--- src/acp_map.vh ---
// register map and field constants for the signal path configuration block
// assumes an 8-bit register port with byte addresses as printed
`ifndef ACP_MAP_VH
`define ACP_MAP_VH
// register offsets
`define ACP_TAP_CFG      8'h47
`define ACP_OR_UV_CFG    8'h48
`define ACP_TRIG_DEC_CFG 8'h49
`define ACP_LP_X_OFS     8'h4a
`define ACP_LP_Y_OFS     8'h4b
`define ACP_LP_Z_OFS     8'h4c
`define ACP_LN_X_OFS     8'h4d
`define ACP_LN_Y_OFS     8'h4e
`define ACP_LN_Z_OFS     8'h4f
`define ACP_FILT_CFG     8'h50
`define ACP_TEMP_OFS     8'h55
`define ACP_TEMP_CTRL    8'h56
// writable bit masks, reserved bits clear
`define ACP_TAP_MASK     8'h07
`define ACP_OR_MASK      8'h1f
`define ACP_TRIG_MASK    8'he7
`define ACP_TOFS_MASK    8'h3f
`define ACP_TCTL_MASK    8'hdf
`define ACP_RST_VAL      8'h00
// field positions
`define ACP_TAP_TRIPLE   2
`define ACP_UV_OFF       4
`define ACP_OR_DET_OFF   3
`define ACP_OR_GUARD_OFF 2
`define ACP_DEC2_SKIP    7
`define ACP_SINC_RATIO   6
`define ACP_IIR_EN       5
`define ACP_ROUND        2
`define ACP_TRIG_PIN     1
`define ACP_TRIG_EXT     0
`define ACP_DROOP_SKIP   7
`define ACP_EQ_SKIP      6
`define ACP_HIGHPASS_PATH_SELECT     3
`define ACP_TRIM_EN      7
`define ACP_TGAIN_HIGH   6
// overrange output policy codes
`define ACP_OR_FULLSCALE 2'b00
`define ACP_OR_HOLD      2'b01
// operating mode codes on mode_sel
`define ACP_M_HP         3'h0
`define ACP_M_LP         3'h1
`define ACP_M_RBW        3'h2
`define ACP_M_ULP        3'h3
`define ACP_M_VLP        3'h4
`define ACP_M_HS         3'h5
// signed full scale codes
`define ACP_FS_POS       16'h7fff
`define ACP_FS_NEG       16'h8000
// sensitivity trim unity gain, one part in 128 per step
`define ACP_SENS_UNITY   9'h080
`define ACP_SENS_SHIFT   7
`define ACP_TOFS_SHIFT   2
`define ACP_OFS_FRAC     3
`endif

--- src/acp_top.v ---
// configuration and sample conditioning for the accelerometer signal path
// assumes one clock mclk, sync reset rst, pins arrive unsynchronised
`timescale 1ns/1ns
`include "acp_map.vh"

module acp_top #(
    parameter CONV_PERIOD = 1000
) (
    input  wire        mclk,
    input  wire        rst,
    // register port
    input  wire        reg_we,
    input  wire [7:0]  reg_addr,
    input  wire [7:0]  reg_wdata,
    output reg  [7:0]  reg_rdata_q,
    // operating mode and pins
    input  wire [2:0]  mode_sel,
    input  wire        pulse_density_output,
    input  wire        frame_sync_pin,
    input  wire        second_interrupt_pin,
    input  wire        brownout_raw,
    input  wire        overscale_raw,
    // sample stream in
    input  wire        in_valid,
    output reg         in_ready_q,
    input  wire [1:0]  in_axis,
    input  wire        in_lownoise,
    input  wire        in_over,
    input  wire [15:0] in_data,
    // sample stream out
    output reg         out_valid_q,
    input  wire        out_ready,
    output reg  [1:0]  out_axis_q,
    output reg  [15:0] out_data_q,
    // temperature
    input  wire        temp_valid,
    input  wire [15:0] temp_raw,
    input  wire [5:0]  factory_temp_ofs,
    input  wire [4:0]  factory_temp_sens,
    output reg  [15:0] temp_out_q,
    output reg         temp_gain_high_q,
    // control outputs to the signal path
    output reg         tap_triple_en_q,
    output reg  [1:0]  tap_axis_q,
    output reg         brownout_flag_q,
    output reg         overscale_flag_q,
    output reg         excitation_off_q,
    output reg         second_decim_en_q,
    output reg         first_decim_16_q,
    output reg         recursive_en_q,
    output reg         droop_en_q,
    output reg         equalizer_en_q,
    output reg  [1:0]  lowpass_cutoff_q,
    output reg  [2:0]  highpass_corner_q,
    output reg         highpass_lownoise_q,
    output reg         conv_start_q
);

    reg [7:0] tap_q, oruv_q, trig_q, filt_q, tofs_q, tctl_q;
    reg [7:0] lp_ofs_q [0:2];
    reg [7:0] ln_ofs_q [0:2];
    reg [15:0] last_q [0:2];
    reg [2:0] fs_sync_q, i1_sync_q;
    reg [1:0] bo_sync_q, ov_sync_q;
    reg [15:0] conv_cnt_q;
    reg        skid_v_q;
    reg [17:0] skid_q;
    integer    i;
    integer    j; // own index so the hold bank has a single driver

    // writes keep only defined bits so reserved ones stay zero
    always @(posedge mclk) begin
        if (rst) begin
            tap_q  <= `ACP_RST_VAL;
            oruv_q <= `ACP_RST_VAL;
            trig_q <= `ACP_RST_VAL;
            filt_q <= `ACP_RST_VAL;
            tofs_q <= `ACP_RST_VAL;
            tctl_q <= `ACP_RST_VAL;
            for (i = 0; i < 3; i = i + 1) begin
                lp_ofs_q[i] <= `ACP_RST_VAL;
                ln_ofs_q[i] <= `ACP_RST_VAL;
            end
        end else if (reg_we) begin
            if (reg_addr == `ACP_TAP_CFG)
                tap_q <= reg_wdata & `ACP_TAP_MASK;
            else if (reg_addr == `ACP_OR_UV_CFG)
                oruv_q <= reg_wdata & `ACP_OR_MASK;
            else if (reg_addr == `ACP_TRIG_DEC_CFG)
                trig_q <= reg_wdata & `ACP_TRIG_MASK;
            else if (reg_addr == `ACP_LP_X_OFS)
                lp_ofs_q[0] <= reg_wdata;
            else if (reg_addr == `ACP_LP_Y_OFS)
                lp_ofs_q[1] <= reg_wdata;
            else if (reg_addr == `ACP_LP_Z_OFS)
                lp_ofs_q[2] <= reg_wdata;
            else if (reg_addr == `ACP_LN_X_OFS)
                ln_ofs_q[0] <= reg_wdata;
            else if (reg_addr == `ACP_LN_Y_OFS)
                ln_ofs_q[1] <= reg_wdata;
            else if (reg_addr == `ACP_LN_Z_OFS)
                ln_ofs_q[2] <= reg_wdata;
            else if (reg_addr == `ACP_FILT_CFG)
                filt_q <= reg_wdata;
            else if (reg_addr == `ACP_TEMP_OFS)
                tofs_q <= reg_wdata & `ACP_TOFS_MASK;
            else if (reg_addr == `ACP_TEMP_CTRL)
                tctl_q <= reg_wdata & `ACP_TCTL_MASK;
            // any other address falls through and the write is dropped
        end
    end

    // read data registered; unmapped addresses answer zero
    always @(posedge mclk) begin
        if (rst)
            reg_rdata_q <= 8'h00;
        else if (reg_addr == `ACP_TAP_CFG)
            reg_rdata_q <= tap_q;
        else if (reg_addr == `ACP_OR_UV_CFG)
            reg_rdata_q <= oruv_q;
        else if (reg_addr == `ACP_TRIG_DEC_CFG)
            reg_rdata_q <= trig_q;
        else if (reg_addr == `ACP_LP_X_OFS)
            reg_rdata_q <= lp_ofs_q[0];
        else if (reg_addr == `ACP_LP_Y_OFS)
            reg_rdata_q <= lp_ofs_q[1];
        else if (reg_addr == `ACP_LP_Z_OFS)
            reg_rdata_q <= lp_ofs_q[2];
        else if (reg_addr == `ACP_LN_X_OFS)
            reg_rdata_q <= ln_ofs_q[0];
        else if (reg_addr == `ACP_LN_Y_OFS)
            reg_rdata_q <= ln_ofs_q[1];
        else if (reg_addr == `ACP_LN_Z_OFS)
            reg_rdata_q <= ln_ofs_q[2];
        else if (reg_addr == `ACP_FILT_CFG)
            reg_rdata_q <= filt_q;
        else if (reg_addr == `ACP_TEMP_OFS)
            reg_rdata_q <= tofs_q;
        else if (reg_addr == `ACP_TEMP_CTRL)
            reg_rdata_q <= tctl_q;
        else
            reg_rdata_q <= 8'h00;
    end

    // pin synchronisers; only stage two onward is looked at
    always @(posedge mclk) begin
        if (rst) begin
            fs_sync_q <= 3'b000;
            i1_sync_q <= 3'b000;
            bo_sync_q <= 2'b00;
            ov_sync_q <= 2'b00;
        end else begin
            fs_sync_q <= {fs_sync_q[1:0], frame_sync_pin};
            i1_sync_q <= {i1_sync_q[1:0], second_interrupt_pin};
            bo_sync_q <= {bo_sync_q[0], brownout_raw};
            ov_sync_q <= {ov_sync_q[0], overscale_raw};
        end
    end

    // mode decode shared by the filter enables
    wire m_hp  = (mode_sel == `ACP_M_HP);
    wire m_lp  = (mode_sel == `ACP_M_LP);
    wire m_rbw = (mode_sel == `ACP_M_RBW);
    wire m_ln  = m_hp | m_lp | m_rbw;
    // equalizer bypass gates the low-pass, and the recursive reuse in HP mode only
    wire eq_skip = filt_q[`ACP_EQ_SKIP];
    wire [1:0] lpf_code = filt_q[5:4];

    // external trigger: rising edge of the chosen pin after sync
    wire pin_sel = trig_q[`ACP_TRIG_PIN] ? i1_sync_q[1] : fs_sync_q[1];
    wire pin_old = trig_q[`ACP_TRIG_PIN] ? i1_sync_q[2] : fs_sync_q[2];
    wire pin_rise = pin_sel & ~pin_old;
    // counter restarts whenever external mode is left, so phase is fresh
    wire int_tick = (conv_cnt_q == CONV_PERIOD[15:0] - 16'h0001);

    // conversion start pulse, internal counter idles in external mode
    always @(posedge mclk) begin
        if (rst) begin
            conv_cnt_q   <= 16'h0000;
            conv_start_q <= 1'b0;
        end else if (trig_q[`ACP_TRIG_EXT]) begin
            conv_cnt_q   <= 16'h0000;
            conv_start_q <= pin_rise;
        end else begin
            conv_cnt_q   <= int_tick ? 16'h0000 : conv_cnt_q + 16'h0001;
            conv_start_q <= int_tick;
        end
    end

    // control levels for the filter chain and analog front end
    always @(posedge mclk) begin
        if (rst) begin
            tap_triple_en_q     <= 1'b0;
            tap_axis_q          <= 2'b00;
            brownout_flag_q     <= 1'b0;
            overscale_flag_q    <= 1'b0;
            excitation_off_q    <= 1'b0;
            second_decim_en_q   <= 1'b0;
            first_decim_16_q    <= 1'b0;
            recursive_en_q      <= 1'b0;
            droop_en_q          <= 1'b0;
            equalizer_en_q      <= 1'b0;
            lowpass_cutoff_q    <= 2'b00;
            highpass_corner_q   <= 3'b000;
            highpass_lownoise_q <= 1'b0;
        end else begin
            tap_triple_en_q  <= tap_q[`ACP_TAP_TRIPLE];
            tap_axis_q       <= tap_q[1:0];
            brownout_flag_q  <= bo_sync_q[1] &
                                ~oruv_q[`ACP_UV_OFF];
            overscale_flag_q <= ov_sync_q[1] &
                                ~oruv_q[`ACP_OR_DET_OFF];
            // guard off keeps excitation running through the event
            excitation_off_q <= ov_sync_q[1] &
                                ~oruv_q[`ACP_OR_DET_OFF] &
                                ~oruv_q[`ACP_OR_GUARD_OFF];
            first_decim_16_q <= trig_q[`ACP_SINC_RATIO];
            second_decim_en_q <= ~trig_q[`ACP_SINC_RATIO] &
                                 ~trig_q[`ACP_DEC2_SKIP];
            recursive_en_q   <= trig_q[`ACP_IIR_EN] &
                                ((m_hp & eq_skip) | m_rbw | m_lp) &
                                (lpf_code == 2'b00);
            droop_en_q       <= ~filt_q[`ACP_DROOP_SKIP];
            equalizer_en_q   <= m_hp & ~eq_skip;
            lowpass_cutoff_q <= (m_ln & eq_skip) ?
                                lpf_code : 2'b00;
            highpass_corner_q   <= filt_q[2:0];
            highpass_lownoise_q <= filt_q[`ACP_HIGHPASS_PATH_SELECT];
        end
    end

    // clamp a 17-bit signed value into 16 bits
    function [15:0] sat16;
        input [16:0] v;
        begin
            if (v[16] != v[15])
                sat16 = v[16] ? `ACP_FS_NEG : `ACP_FS_POS;
            else
                sat16 = v[15:0];
        end
    endfunction

    // offset is added in eighth-LSB units before dropping the fraction
    wire [1:0] ax = (in_axis == 2'b11) ? 2'b00 : in_axis;
    wire [7:0] ofs = (in_axis == 2'b11) ? 8'h00 :
                     in_lownoise ? ln_ofs_q[ax]
                                 : lp_ofs_q[ax];
    wire [19:0] fine = {in_data[15], in_data, 3'b000} +
                       {{12{ofs[7]}}, ofs};
    wire [16:0] whole = fine[19:3];
    wire hpf_here = (filt_q[2:0] != 3'b000) &
                    (filt_q[`ACP_HIGHPASS_PATH_SELECT] == in_lownoise);
    // lifting floored negatives trims the dc bias only where hpf runs
    wire rnd_up = hpf_here & trig_q[`ACP_ROUND] &
                  whole[16];
    wire [15:0] clean = sat16(whole + {16'h0000, rnd_up});
    // pdm output bypasses substitution entirely
    wire over = in_over & ~oruv_q[`ACP_OR_DET_OFF] &
                ~pulse_density_output;
    reg [15:0] word;

    // overrange substitution by policy
    always @* begin
        word = clean;
        if (over) begin
            if (oruv_q[1:0] == `ACP_OR_FULLSCALE)
                word = in_data[15] ? `ACP_FS_NEG
                                   : `ACP_FS_POS;
            else if (oruv_q[1:0] == `ACP_OR_HOLD)
                word = last_q[ax];
        end
    end

    // at most one word enters per cycle, gated by registered ready
    wire accept = in_valid & in_ready_q;

    // last clean sample per axis, frozen while overrange lasts
    always @(posedge mclk) begin
        if (rst) begin
            for (j = 0; j < 3; j = j + 1)
                last_q[j] <= 16'h0000;
        end else if (accept & ~over & (in_axis != 2'b11)) begin
            last_q[ax] <= clean;
        end
    end

    // two-entry skid buffer so a stalled receiver loses no word
    wire out_free = ~out_valid_q | out_ready;
    wire skid_v_d = out_free ? 1'b0 : (skid_v_q | accept);

    always @(posedge mclk) begin
        if (rst) begin
            out_valid_q <= 1'b0;
            out_axis_q  <= 2'b00;
            out_data_q  <= 16'h0000;
            skid_v_q    <= 1'b0;
            skid_q      <= 18'h0_0000;
            in_ready_q  <= 1'b0;
        end else begin
            in_ready_q <= ~skid_v_d; // back-pressure to the source
            skid_v_q   <= skid_v_d;
            if (out_free) begin
                if (skid_v_q) begin
                    out_valid_q <= 1'b1;
                    {out_axis_q, out_data_q} <= skid_q;
                end else begin
                    out_valid_q <= accept;
                    {out_axis_q, out_data_q} <= {in_axis, word};
                end
            end else if (accept) begin
                skid_q <= {in_axis, word};
            end
        end
    end

    // temperature: offset then gain trim, user or factory values
    wire       use_user = tctl_q[`ACP_TRIM_EN];
    wire [5:0] t_ofs  = use_user ? tofs_q[5:0]
                                 : factory_temp_ofs;
    wire [4:0] t_sens = use_user ? tctl_q[4:0]
                                 : factory_temp_sens;
    // offset lsb carries the weight of data bit 2
    wire [16:0] t_sum = {temp_raw[15], temp_raw} +
                        {{9{t_ofs[5]}}, t_ofs, 2'b00};
    wire [8:0]  t_gain = `ACP_SENS_UNITY +
                         {{4{t_sens[4]}}, t_sens};
    wire signed [26:0] t_prod = $signed(t_sum) *
                                $signed({1'b0, t_gain});
    // dropping seven bits removes the unity weight of 128
    // trim ranges keep the result inside 17 signed bits
    wire [19:0] t_scaled = t_prod[26:7];

    always @(posedge mclk) begin
        if (rst) begin
            temp_out_q       <= 16'h0000;
            temp_gain_high_q <= 1'b0;
        end else begin
            temp_gain_high_q <= tctl_q[`ACP_TGAIN_HIGH];
            if (temp_valid)
                temp_out_q <= sat16(t_scaled[16:0]);
        end
    end

endmodule // acp_top

--- config.mk ---
export PLATFORM = sky130hd
export DESIGN_NAME = acp_top
export DESIGN_NICKNAME = d
export VERILOG_FILES = /design/src/acp_top.v
export VERILOG_INCLUDE_DIRS = /design/src
export SDC_FILE = /design/constraint.sdc
export NUM_CORES = 1
export LEC_CHECK = 0
export ABC_AREA = 1
export BUFFER_PORTS_ARGS = -buffer_cell sky130_fd_sc_hd__buf_4
export CAP_MARGIN = 20
export CORE_UTILIZATION = 50
export CTS_BUF_LIST = sky130_fd_sc_hd__clkbuf_16
export DETAILED_ROUTE_END_ITERATION = 8
export PLACE_DENSITY = 0.68
export SYNTH_ARGS = -nofsm -noshare
export SYNTH_HDL_FRONTEND = slang
export SYNTH_SLANG_ARGS = --single-unit
--- constraint.sdc ---
create_clock -name mclk -period 10.8 [get_ports mclk]
set_input_delay 0.54 -clock mclk [delete_from_list [all_inputs] [get_ports mclk]]
set_output_delay 0.54 -clock mclk [all_outputs]
set_load 0.1 [all_outputs]
==> results.toml, run 1 <==
[run_status]
status = "complete, no violations"

[critical_path]
crit_path_max_incr_delay_ns = 0.86
r2r_cells = 33
critical_path_class = "register to register"
timing.critical_path.required_ns = 11.29
crit_path_frequent_cell = "inv_1"
crit_fanout = 14
endpoint_kind = "register"
cp.arrival_ns = 8.89
critPathSlowestCell = "o21ai_0"
critPathLaunchType = "register"

[clocking]
hold_buffers = 0
clk_pin_slew_ns = 0.06
cts_root_buffer = "clkbuf_16"
cts_sinks = 255
cts-resized-gates = 0
cts_max_path_buffers = 3
cts_tree = "yes"
clock_latency_ns = 0.57
cts_made_buffers = 28
postCtsSetupBuffers = 0
htree_levels = 1

[final_layout]
num_antenna_cells = 0
final_nets = 2637
drive_gt1_frac = 0.105
area_growth_pct = 13.6
utilization = 0.576

[timing]
tightest_slew_ns = 1.20
grt_setup_unrepaired = "no"
fmax_mhz = 119
drv_slew = 0
slew_headroom = 0.203
finalHoldViolCount = 0
skew_ns = 0.0334
fin_tns_setup_ns = 0
fin_ws_ns = 2.40
setup_viol = 0
min_period_ns = 8.40
period_share = 0.778

[pwr]
vdd_drop_max_uv = 410
p_total_w = 0.00559
leakagePower_nw = 9.53
power_per_cell_area_nw_per_um2 = 282

[synth]
avgSynthCellArea_um2 = 7.78
synth_edf_count = 112
synthCells = 2247
syn_nets = 2512
async_flop_share = 0
ys_warn_count = 0
ys.flop_type = "dfxtp_1"
yosysSeqAreaShare = 0.356
synth.distinct_cells = 56
synth-seq-cells = 255
netlist_area_um2 = 17500

[routing]
drcViolationCount = 0
firstDrtPassIters = 7
routed_wl_mm = 47.1
drt-wirelength-per-cell_um = 16.5
ant_nets = 0
dr.first_iter.drc_count = 1011
via_per_inst = 5.34
vias = 15215

[placement]
hpwl_mm = 35.8
port_buffers = 139
gp_congestion = 0.942
pre_cts_ws_ns = 2.36

[die]
start_util = 0.507
die_h_um = 189
core-area_um2 = 34500
floorplan.rows = 68
die_w_um = 189
die-area_um2 = 35700
num_io_pins = 140

[global_route]
grt_max_degree = 47
grt_first_pass_wirelength_mm = 76.4
grtUsageTotal = 0.267
grt_pass1_vias = 15061
antenna_found_initial = 0
grt_overflow_total = 0

[flow_run]
maxCapViolCount = 0

[hold_path]
hold_depth = 3
min_path_type = "input pin to register"
==> state kept, by name (all words and copies together), names as in the netlist, 3 cells and up <==
| name | flops |
|---|---|
| conv_cnt_q | 16 |
| filt_q | 8 |
| fs_sync_q | 3 |
| highpass_corner_q | 3 |
| i1_sync_q | 3 |
| last_q | 64 |
| ln_ofs_q | 24 |
| lp_ofs_q | 24 |
| oruv_q | 5 |
| out_data_q | 16 |
| reg_rdata_q | 8 |
| skid_q | 18 |
| tap_q | 3 |
| tctl_q | 7 |
| temp_out_q | 16 |
| tofs_q | 6 |
| trig_q | 6 |
==> synth_stat cells, drive strengths merged (5+ instances only) <==
library cell | count | share of area
clkbuf | 49 | 0.011
nor3 | 21 | 0.0063
inv | 387 | 0.083
o211ai | 5 | 0.0021
nand2 | 443 | 0.10
o21bai | 10 | 0.0043
fa | 99 | 0.11
a221oi | 9 | 0.0045
buf | 15 | 0.0052
o21ai | 180 | 0.052
xor2 | 33 | 0.017
o22ai | 9 | 0.0032
edfxtp | 112 | 0.19
nand4 | 15 | 0.0054
o2111ai | 5 | 0.0025
ha | 89 | 0.064
nor2 | 308 | 0.067
a31oi | 5 | 0.0018
dfxtp | 143 | 0.16
or2 | 11 | 0.0039
nor4 | 8 | 0.0029
a21oi | 159 | 0.047
xnor2 | 12 | 0.0060
a211oi | 21 | 0.0090
nand3 | 70 | 0.020
==> metrics by stage <==
stage,instance area (µm²),cells,hold slack [ns]
6_report,19900,2849,0.166
5_1_grt,19900,2849,0.162
4_1_cts,19900,2849,0.146
3_5_place_dp,19000,2797,0.399
3_3_place_gp,19000,2796,0.390
2_1_floorplan,17500,2247,0.388
==> layer usage <==
| layer | part of all wire | global-route usage |
|---|---|---|
| met5 | 0 | 0 |
| met4 | 0.029 | 0.0841 |
| met3 | 0.054 | 0.0254 |
| met2 | 0.48 | 0.467 |
| met1 | 0.43 | 0.348 |
==> cells by family (layout without fill, tap and decap cells) <==
family | Yosys count | in the layout | share of synthesized area
fa+ha+maj | 188 | 188 | 0.177
buf+inv | 452 | 599 | 0.0990
simple gates | 886 | 886 | 0.210
flops | 255 | 255 | 0.356
xor+xnor | 45 | 45 | 0.0234
compound gates | 421 | 421 | 0.135
==> worst max-delay path: cells and delay by family (launching register included) <==
family,cells,cell delay (ns)
adder cells (fa/ha/maj),7,3.30
buffers and inverters,7,0.77
AO/OA/AOI/OAI,8,1.96
AND/OR/NAND/NOR,11,1.78
flip-flops,1,0.51
==> placed cells by master, fill, tap and decap left out, types with 8 or more instances in the layout <==
cell type    n
or2_2       10
clkinv_2     9
o22ai_1      9
nor2_1     302
nand2_1    424
clkbuf_16   28
xnor2_1     12
a211oi_1    20
o21ai_1     13
edfxtp_1   112
nand4_1     15
nor4_1       8
fa_1        99
xor2_1      31
ha_1        89
o21bai_1    10
o21ai_0    167
buf_4      158
nor3_1      20
a221oi_1     9
nand2_2     12
nand3_1     69
inv_1      388
a21oi_1    152
dfxtp_1    143
==> layout make-up <==
type / count / area (µm²)
Timing Repair Buffer: 159 / 1200
Multi-Input combinational cell: 1540 / 9540
Clock buffer: 28 / 701
Inverter: 388 / 1460
Fill cell: 3150 / 14600
Sequential cell: 255 / 6230
Tap cell: 455 / 569
Clock inverter: 24 / 173
==> report_power, final <==
| group | internal [W] | switching, W |
|---|---|---|
| clock | 0.000500 | 0.000407 |
| sequential | 0.00108 | 0.0000303 |
| combinational | 0.00124 | 0.00234 |
| total | 0.00282 | 0.00277 |
==> worst paths after layout <==
check	from	end	slack [ns]
max	tctl_q[7]	temp_out_q[12]	2.40
max reg2reg	tctl_q[7]	temp_out_q[12]	2.40
min reg2reg	bo_sync_q[0]	bo_sync_q[1]	0.40
min	overscale_raw	ov_sync_q[0]	0.17
(Power assumes the default switching activity.)
==> run 2, diff against run 1 <==
Clock period 10.8 ns to 8.6 ns, I/O delays scaled along.
==> run 2 against run 1 <==
Global-route usage grew 0.10 points. Register-to-register slack lost 1.7 ns. Critical path depth is the same. Cell count is essentially flat. Power grew 26%. Critical path type unchanged. Non-clock buffer count grew 1. Maximum frequency grew 6.4%. Worst setup slack lost 1.7 ns. Count of clock-buffer cells in the layout grew 2. Worst hold slack lost 0.072 ns. Utilization grew 0.094 points. Flip-flop and latch count is the same.
==> results.toml, run 2 (same netlist as run 1, synthesis figures left out) <==
[run_status]
status = "complete, no violations"

[pwr]
leakagePower_nw = 9.55
power_per_cell_area_nw_per_um2 = 355
vdd_drop_max_uv = 475

[timing]
grt_setup_unrepaired = "no"
setup_viol = 0
period_share = 0.918
drv_slew = 0
tightest_slew_ns = 1.22
whs_ns = 0.0943
skew_ns = 0.0165
fin_tns_setup_ns = 0
fmax_mhz = 127
min_period_ns = 7.90
fin_ws_ns = 0.703
finalHoldViolCount = 0
slew_headroom = 0.189

[routing]
dr.first_iter.drc_count = 1059
drt-wirelength-per-cell_um = 16.6
firstDrtPassIters = 8
routed_wl_mm = 47.3
drcViolationCount = 0
via_per_inst = 5.39
vias = 15358
ant_nets = 0

[die]
floorplan.rows = 68
core-area_um2 = 34500
num_io_pins = 140
start_util = 0.507
die-area_um2 = 35700
die_h_um = 189
die_w_um = 189

[clocking]
cts_root_buffer = "clkbuf_16"
hold_buffers = 0
cts_sinks = 255
cts_max_path_buffers = 3
cts_made_buffers = 27
htree_levels = 1
cts_tree = "yes"
clock_latency_ns = 0.55
clk_pin_slew_ns = 0.06

[critical_path]
critical_path_class = "register to register"
critPathLaunchType = "register"
critPathSlowestCell = "fa_2"
endpoint_kind = "register"
crit_path_max_incr_delay_ns = 0.66
crit_buf_inv = 8
crit_fanout = 13
cpLargestDelayFamily = "adder cells"
timing.critical_path.required_ns = 9.07
cp.arrival_ns = 8.37

[placement]
pre_cts_ws_ns = 0.0648
gp_congestion = 0.935
hpwl_mm = 36.0
port_buffers = 139

[final_layout]
largest_reg_flops = 64
fillers = 3190
top_regs = "last_q: 64 flops, ln_ofs_q: 24 flops, lp_ofs_q: 24 flops"
mostFrequentLayoutCell = "nand2_1"
utilization = 0.577
regMostFlops = "last_q"
final_nets = 2638
area_growth_pct = 13.8
drive_gt1_frac = 0.107
final-seq-area_um2 = 6230
multiInputGateArea_um2 = 9550
final_cell_mix = "nand2_1 (423), inv_1 (390), nor2_1 (302)"

[global_route]
grt_first_pass_wirelength_mm = 76.6
grt_pass1_vias = 14997
grt_overflow_total = 0
antenna_found_initial = 2
grtUsageTotal = 0.268
grt_max_degree = 50

[flow_run]
maxCapViolCount = 0

[hold_path]
min_path_type = "input pin to register"
[run 2: metrics by stage]
step                total power, W  cell area, µm²  cells
global route               0.00776           19900   2849
finish                     0.00706           19900   2851
detailed placement         0.00588           19000   2796
floorplan                  0.00495           17500   2247
CTS                        0.00704           19800   2846
global placement           0.00580           19000   2795
[run 2: what timing repair did]
item,4_1_cts,5_1_grt
resized for setup,0,11
setup buffers,0,1
endpoints found under the setup margin,0,15
[run 2: worst reg2reg max path, delay by kind of cell, from the launching register on]
kind | cells | cell delay, ns
flops | 1 | 0.42
compound gates | 9 | 1.79
buf+inv | 8 | 0.86
xor+xnor | 1 | 0.18
fa+ha+maj | 8 | 3.72
simple gates | 7 | 0.86
[run 2: area by class of cell]
class,count,area share
Inverter,388,0.0736
Clock buffer,30,0.0377
Clock inverter,20,0.00635
Tap cell,455,0.0286
Timing Repair Buffer,160,0.0601
Antenna cell,2,0.000252
Sequential cell,255,0.313
Timing Repair inverter,1,0.000252
Multi-Input combinational cell,1540,0.480
[run 2: where the power goes]
part	switching [W]	internal, W	leakage, nW
Combinational	0.00296	0.00156	6.82
Clock	0.000487	0.000656	0.464
Sequential	0.0000366	0.00135	2.27
[run 2: per-layer routing]
| metal | up-vias | part of all wire | track usage |
|---|---|---|---|
| met5 | - | 0 | 0 |
| li1 | 7463 | - | - |
| met1 | 7342 | 0.43 | 0.347 |
| met2 | 459 | 0.48 | 0.466 |
| met3 | 94 | 0.057 | 0.0293 |
| met4 | 0 | 0.033 | 0.0900 |
[run 2: worst paths after layout]
check | from | slack, ns | to | depth (start not counted)
setup reg to reg | tctl_q[7] | 0.70 | temp_out_q[3] | 33
hold reg to reg | bo_sync_q[0] | 0.40 | bo_sync_q[1] | 2
setup / recovery | tctl_q[7] | 0.70 | temp_out_q[3] | 33
hold / removal | mode_sel[0] | 0.09 | equalizer_en_q | 2
==> run 3, diff against run 2 <==
Settings changed: GPL_TIMING_DRIVEN set to 0, REMOVE_ABC_BUFFERS set to 1.
==> run 3 against run 2 <==
Clock skew fell by 0.0058 ns. Maximum frequency is 2.5% lower. Register-to-register slack lost 0.20 ns. Die area is the same. Non-clock buffer count decreased by 3. Clock power fell by 5%. Sequential share of layout area barely moved. First-iteration DRC count shrank 13%. Cell count shrank 0.11%. Critical path type unchanged. Largest power group unchanged.
==> results.toml, run 3 (same netlist as run 1, synthesis figures left out) <==
[routing]
firstDrtPassIters = 6
vias = 15320
dr.first_iter.drc_count = 926
drt-wirelength-per-cell_um = 16.1
ant_nets = 0
routed_wl_mm = 45.8
drcViolationCount = 0
via_per_inst = 5.38

[timing]
skew_ns = 0.0107
period_share = 0.941
slew_headroom = 0.167
finalHoldViolCount = 0
fmax_mhz = 124
drv_slew = 0
min_period_ns = 8.10
whs_ns = 0.0698
tightest_slew_ns = 1.25
setup_viol = 0

[global_route]
antenna_found_initial = 0
grt_max_degree = 59
grt_first_pass_wirelength_mm = 74.6
grt_overflow_total = 0
grtUsageTotal = 0.259
grt_pass1_vias = 15102

[die]
die_h_um = 189
num_io_pins = 140
die-area_um2 = 35700
floorplan.rows = 68
die_w_um = 189
start_util = 0.507
core-area_um2 = 34500

[final_layout]
largest_reg_flops = 64
top_regs = "last_q: 64 flops, ln_ofs_q: 24 flops, lp_ofs_q: 24 flops"
drive_gt1_frac = 0.108
final-seq-area_um2 = 6230
final_nets = 2637
num_antenna_cells = 0
fillers = 3204
area_growth_pct = 13.7
finalInstanceArea_um2 = 19900
layout.cells.non_filler = 2848
mostFrequentLayoutCell = "nand2_1"
multiInputGateArea_um2 = 9580
final_cell_mix = "nand2_1 (423), inv_1 (394), nor2_1 (301)"
regMostFlops = "last_q"
utilization = 0.577

[clocking]
cts_root_buffer = "clkbuf_16"
cts_max_path_buffers = 3
cts_tree = "yes"
cts_made_buffers = 29
hold_buffers = 0
cts_sinks = 255
htree_levels = 1
clock_latency_ns = 0.55
clk_pin_slew_ns = 0.06

[pwr]
switching_share = 0.492
p_comb_frac = 0.644
p_seq_frac = 0.200
intPower_w = 0.00353
power_switching_w = 0.00342
leakagePower_nw = 9.55
power_frac_clock = 0.156
p_total_w = 0.00695
vdd_drop_max_uv = 484
power_per_cell_area_nw_per_um2 = 350

[placement]
postPlaceCellArea_um2 = 19000
port_buffers = 139
gp_congestion = 0.896
hpwl_mm = 34.7
dp.cells = 2788

[critical_path]
timing.critical_path.required_ns = 9.07
critPathSlowestCell = "fa_1"
critPathLaunchType = "register"
crit_fanout = 12
critical_path_class = "register to register"
endpoint_kind = "register"
crit_path_frequent_cell = "nand2_1"
crit_path_max_incr_delay_ns = 0.54
cp.arrival_ns = 8.57

[run_status]
status = "complete, no violations"

[flow_run]
maxCapViolCount = 0

[hold_path]
min_path_type = "input pin to register"
[run 3: critical path: cells and delay by family (launching register included)]
| kind | cells | cell delay (ns) |
|---|---|---|
| AOI/OAI and AO/OA | 9 | 1.67 |
| xor gates and xnor gates | 1 | 0.18 |
| adders and majority gates | 7 | 3.16 |
| buffers and inverters | 8 | 0.90 |
| DFF | 1 | 0.46 |
| and+or+nand+nor | 14 | 1.63 |
[run 3: power groups by stage]
stage	Clock [W]	Sequential, W	Combinational [W]
after floorplan	0	0.00173	0.00316
after global placement	0	0.00141	0.00435
after detailed placement	0	0.00142	0.00440
after CTS	0.00110	0.00139	0.00446
after global routing	0.00115	0.00140	0.00512
final	0.00108	0.00139	0.00448
[run 3: what timing repair did]
action	CTS	global route
endpoints found under the setup margin	15	15
pin swaps	0	1
gates cloned	0	1
gates resized for setup	5	10
setup buffers	0	6
[run 3: path summary, 6_finish.rpt]
| check | slack [ns] | endpoint | cells past startpoint | from |
|---|---|---|---|---|
| setup reg to reg | 0.50 | temp_out_q[8] | 39 | tctl_q[7] |
| hold / removal | 0.07 | equalizer_en_q | 2 | mode_sel[0] |
| hold reg to reg | 0.40 | fs_sync_q[1] | 2 | fs_sync_q[0] |
| setup / recovery | 0.50 | temp_out_q[8] | 39 | tctl_q[7] |
[run 3: through the flow]
stage | setup WS (ns) | setup TNS [ns]
floorplan | 1.21 | 0
global placement | -0.388 | -25.61
detailed placement | -0.255 | -3.56
CTS | 0.0498 | 0
global route | -0.0363 | -0.214
finish | 0.504 | 0
[run 3: area by class of cell]
| class | count | area share |
|---|---|---|
| flip-flops and latches | 255 | 0.313 |
| clock inverters | 23 | 0.00522 |
| repair buffers | 157 | 0.0607 |
| clock buffers | 29 | 0.0365 |
| repair inverters | 1 | 0.000378 |
| inverters | 388 | 0.0736 |
| multi-input cells | 1540 | 0.482 |
| well taps | 455 | 0.0286 |
[run 3: metal layers]
metal | vias to the layer above | share of wire | track usage
met5 | - | 0 | 0
met4 | 0 | 0.027 | 0.0763
li1 | 7474 | - | -
met1 | 7291 | 0.43 | 0.332
met2 | 459 | 0.49 | 0.459
met3 | 96 | 0.052 | 0.0263
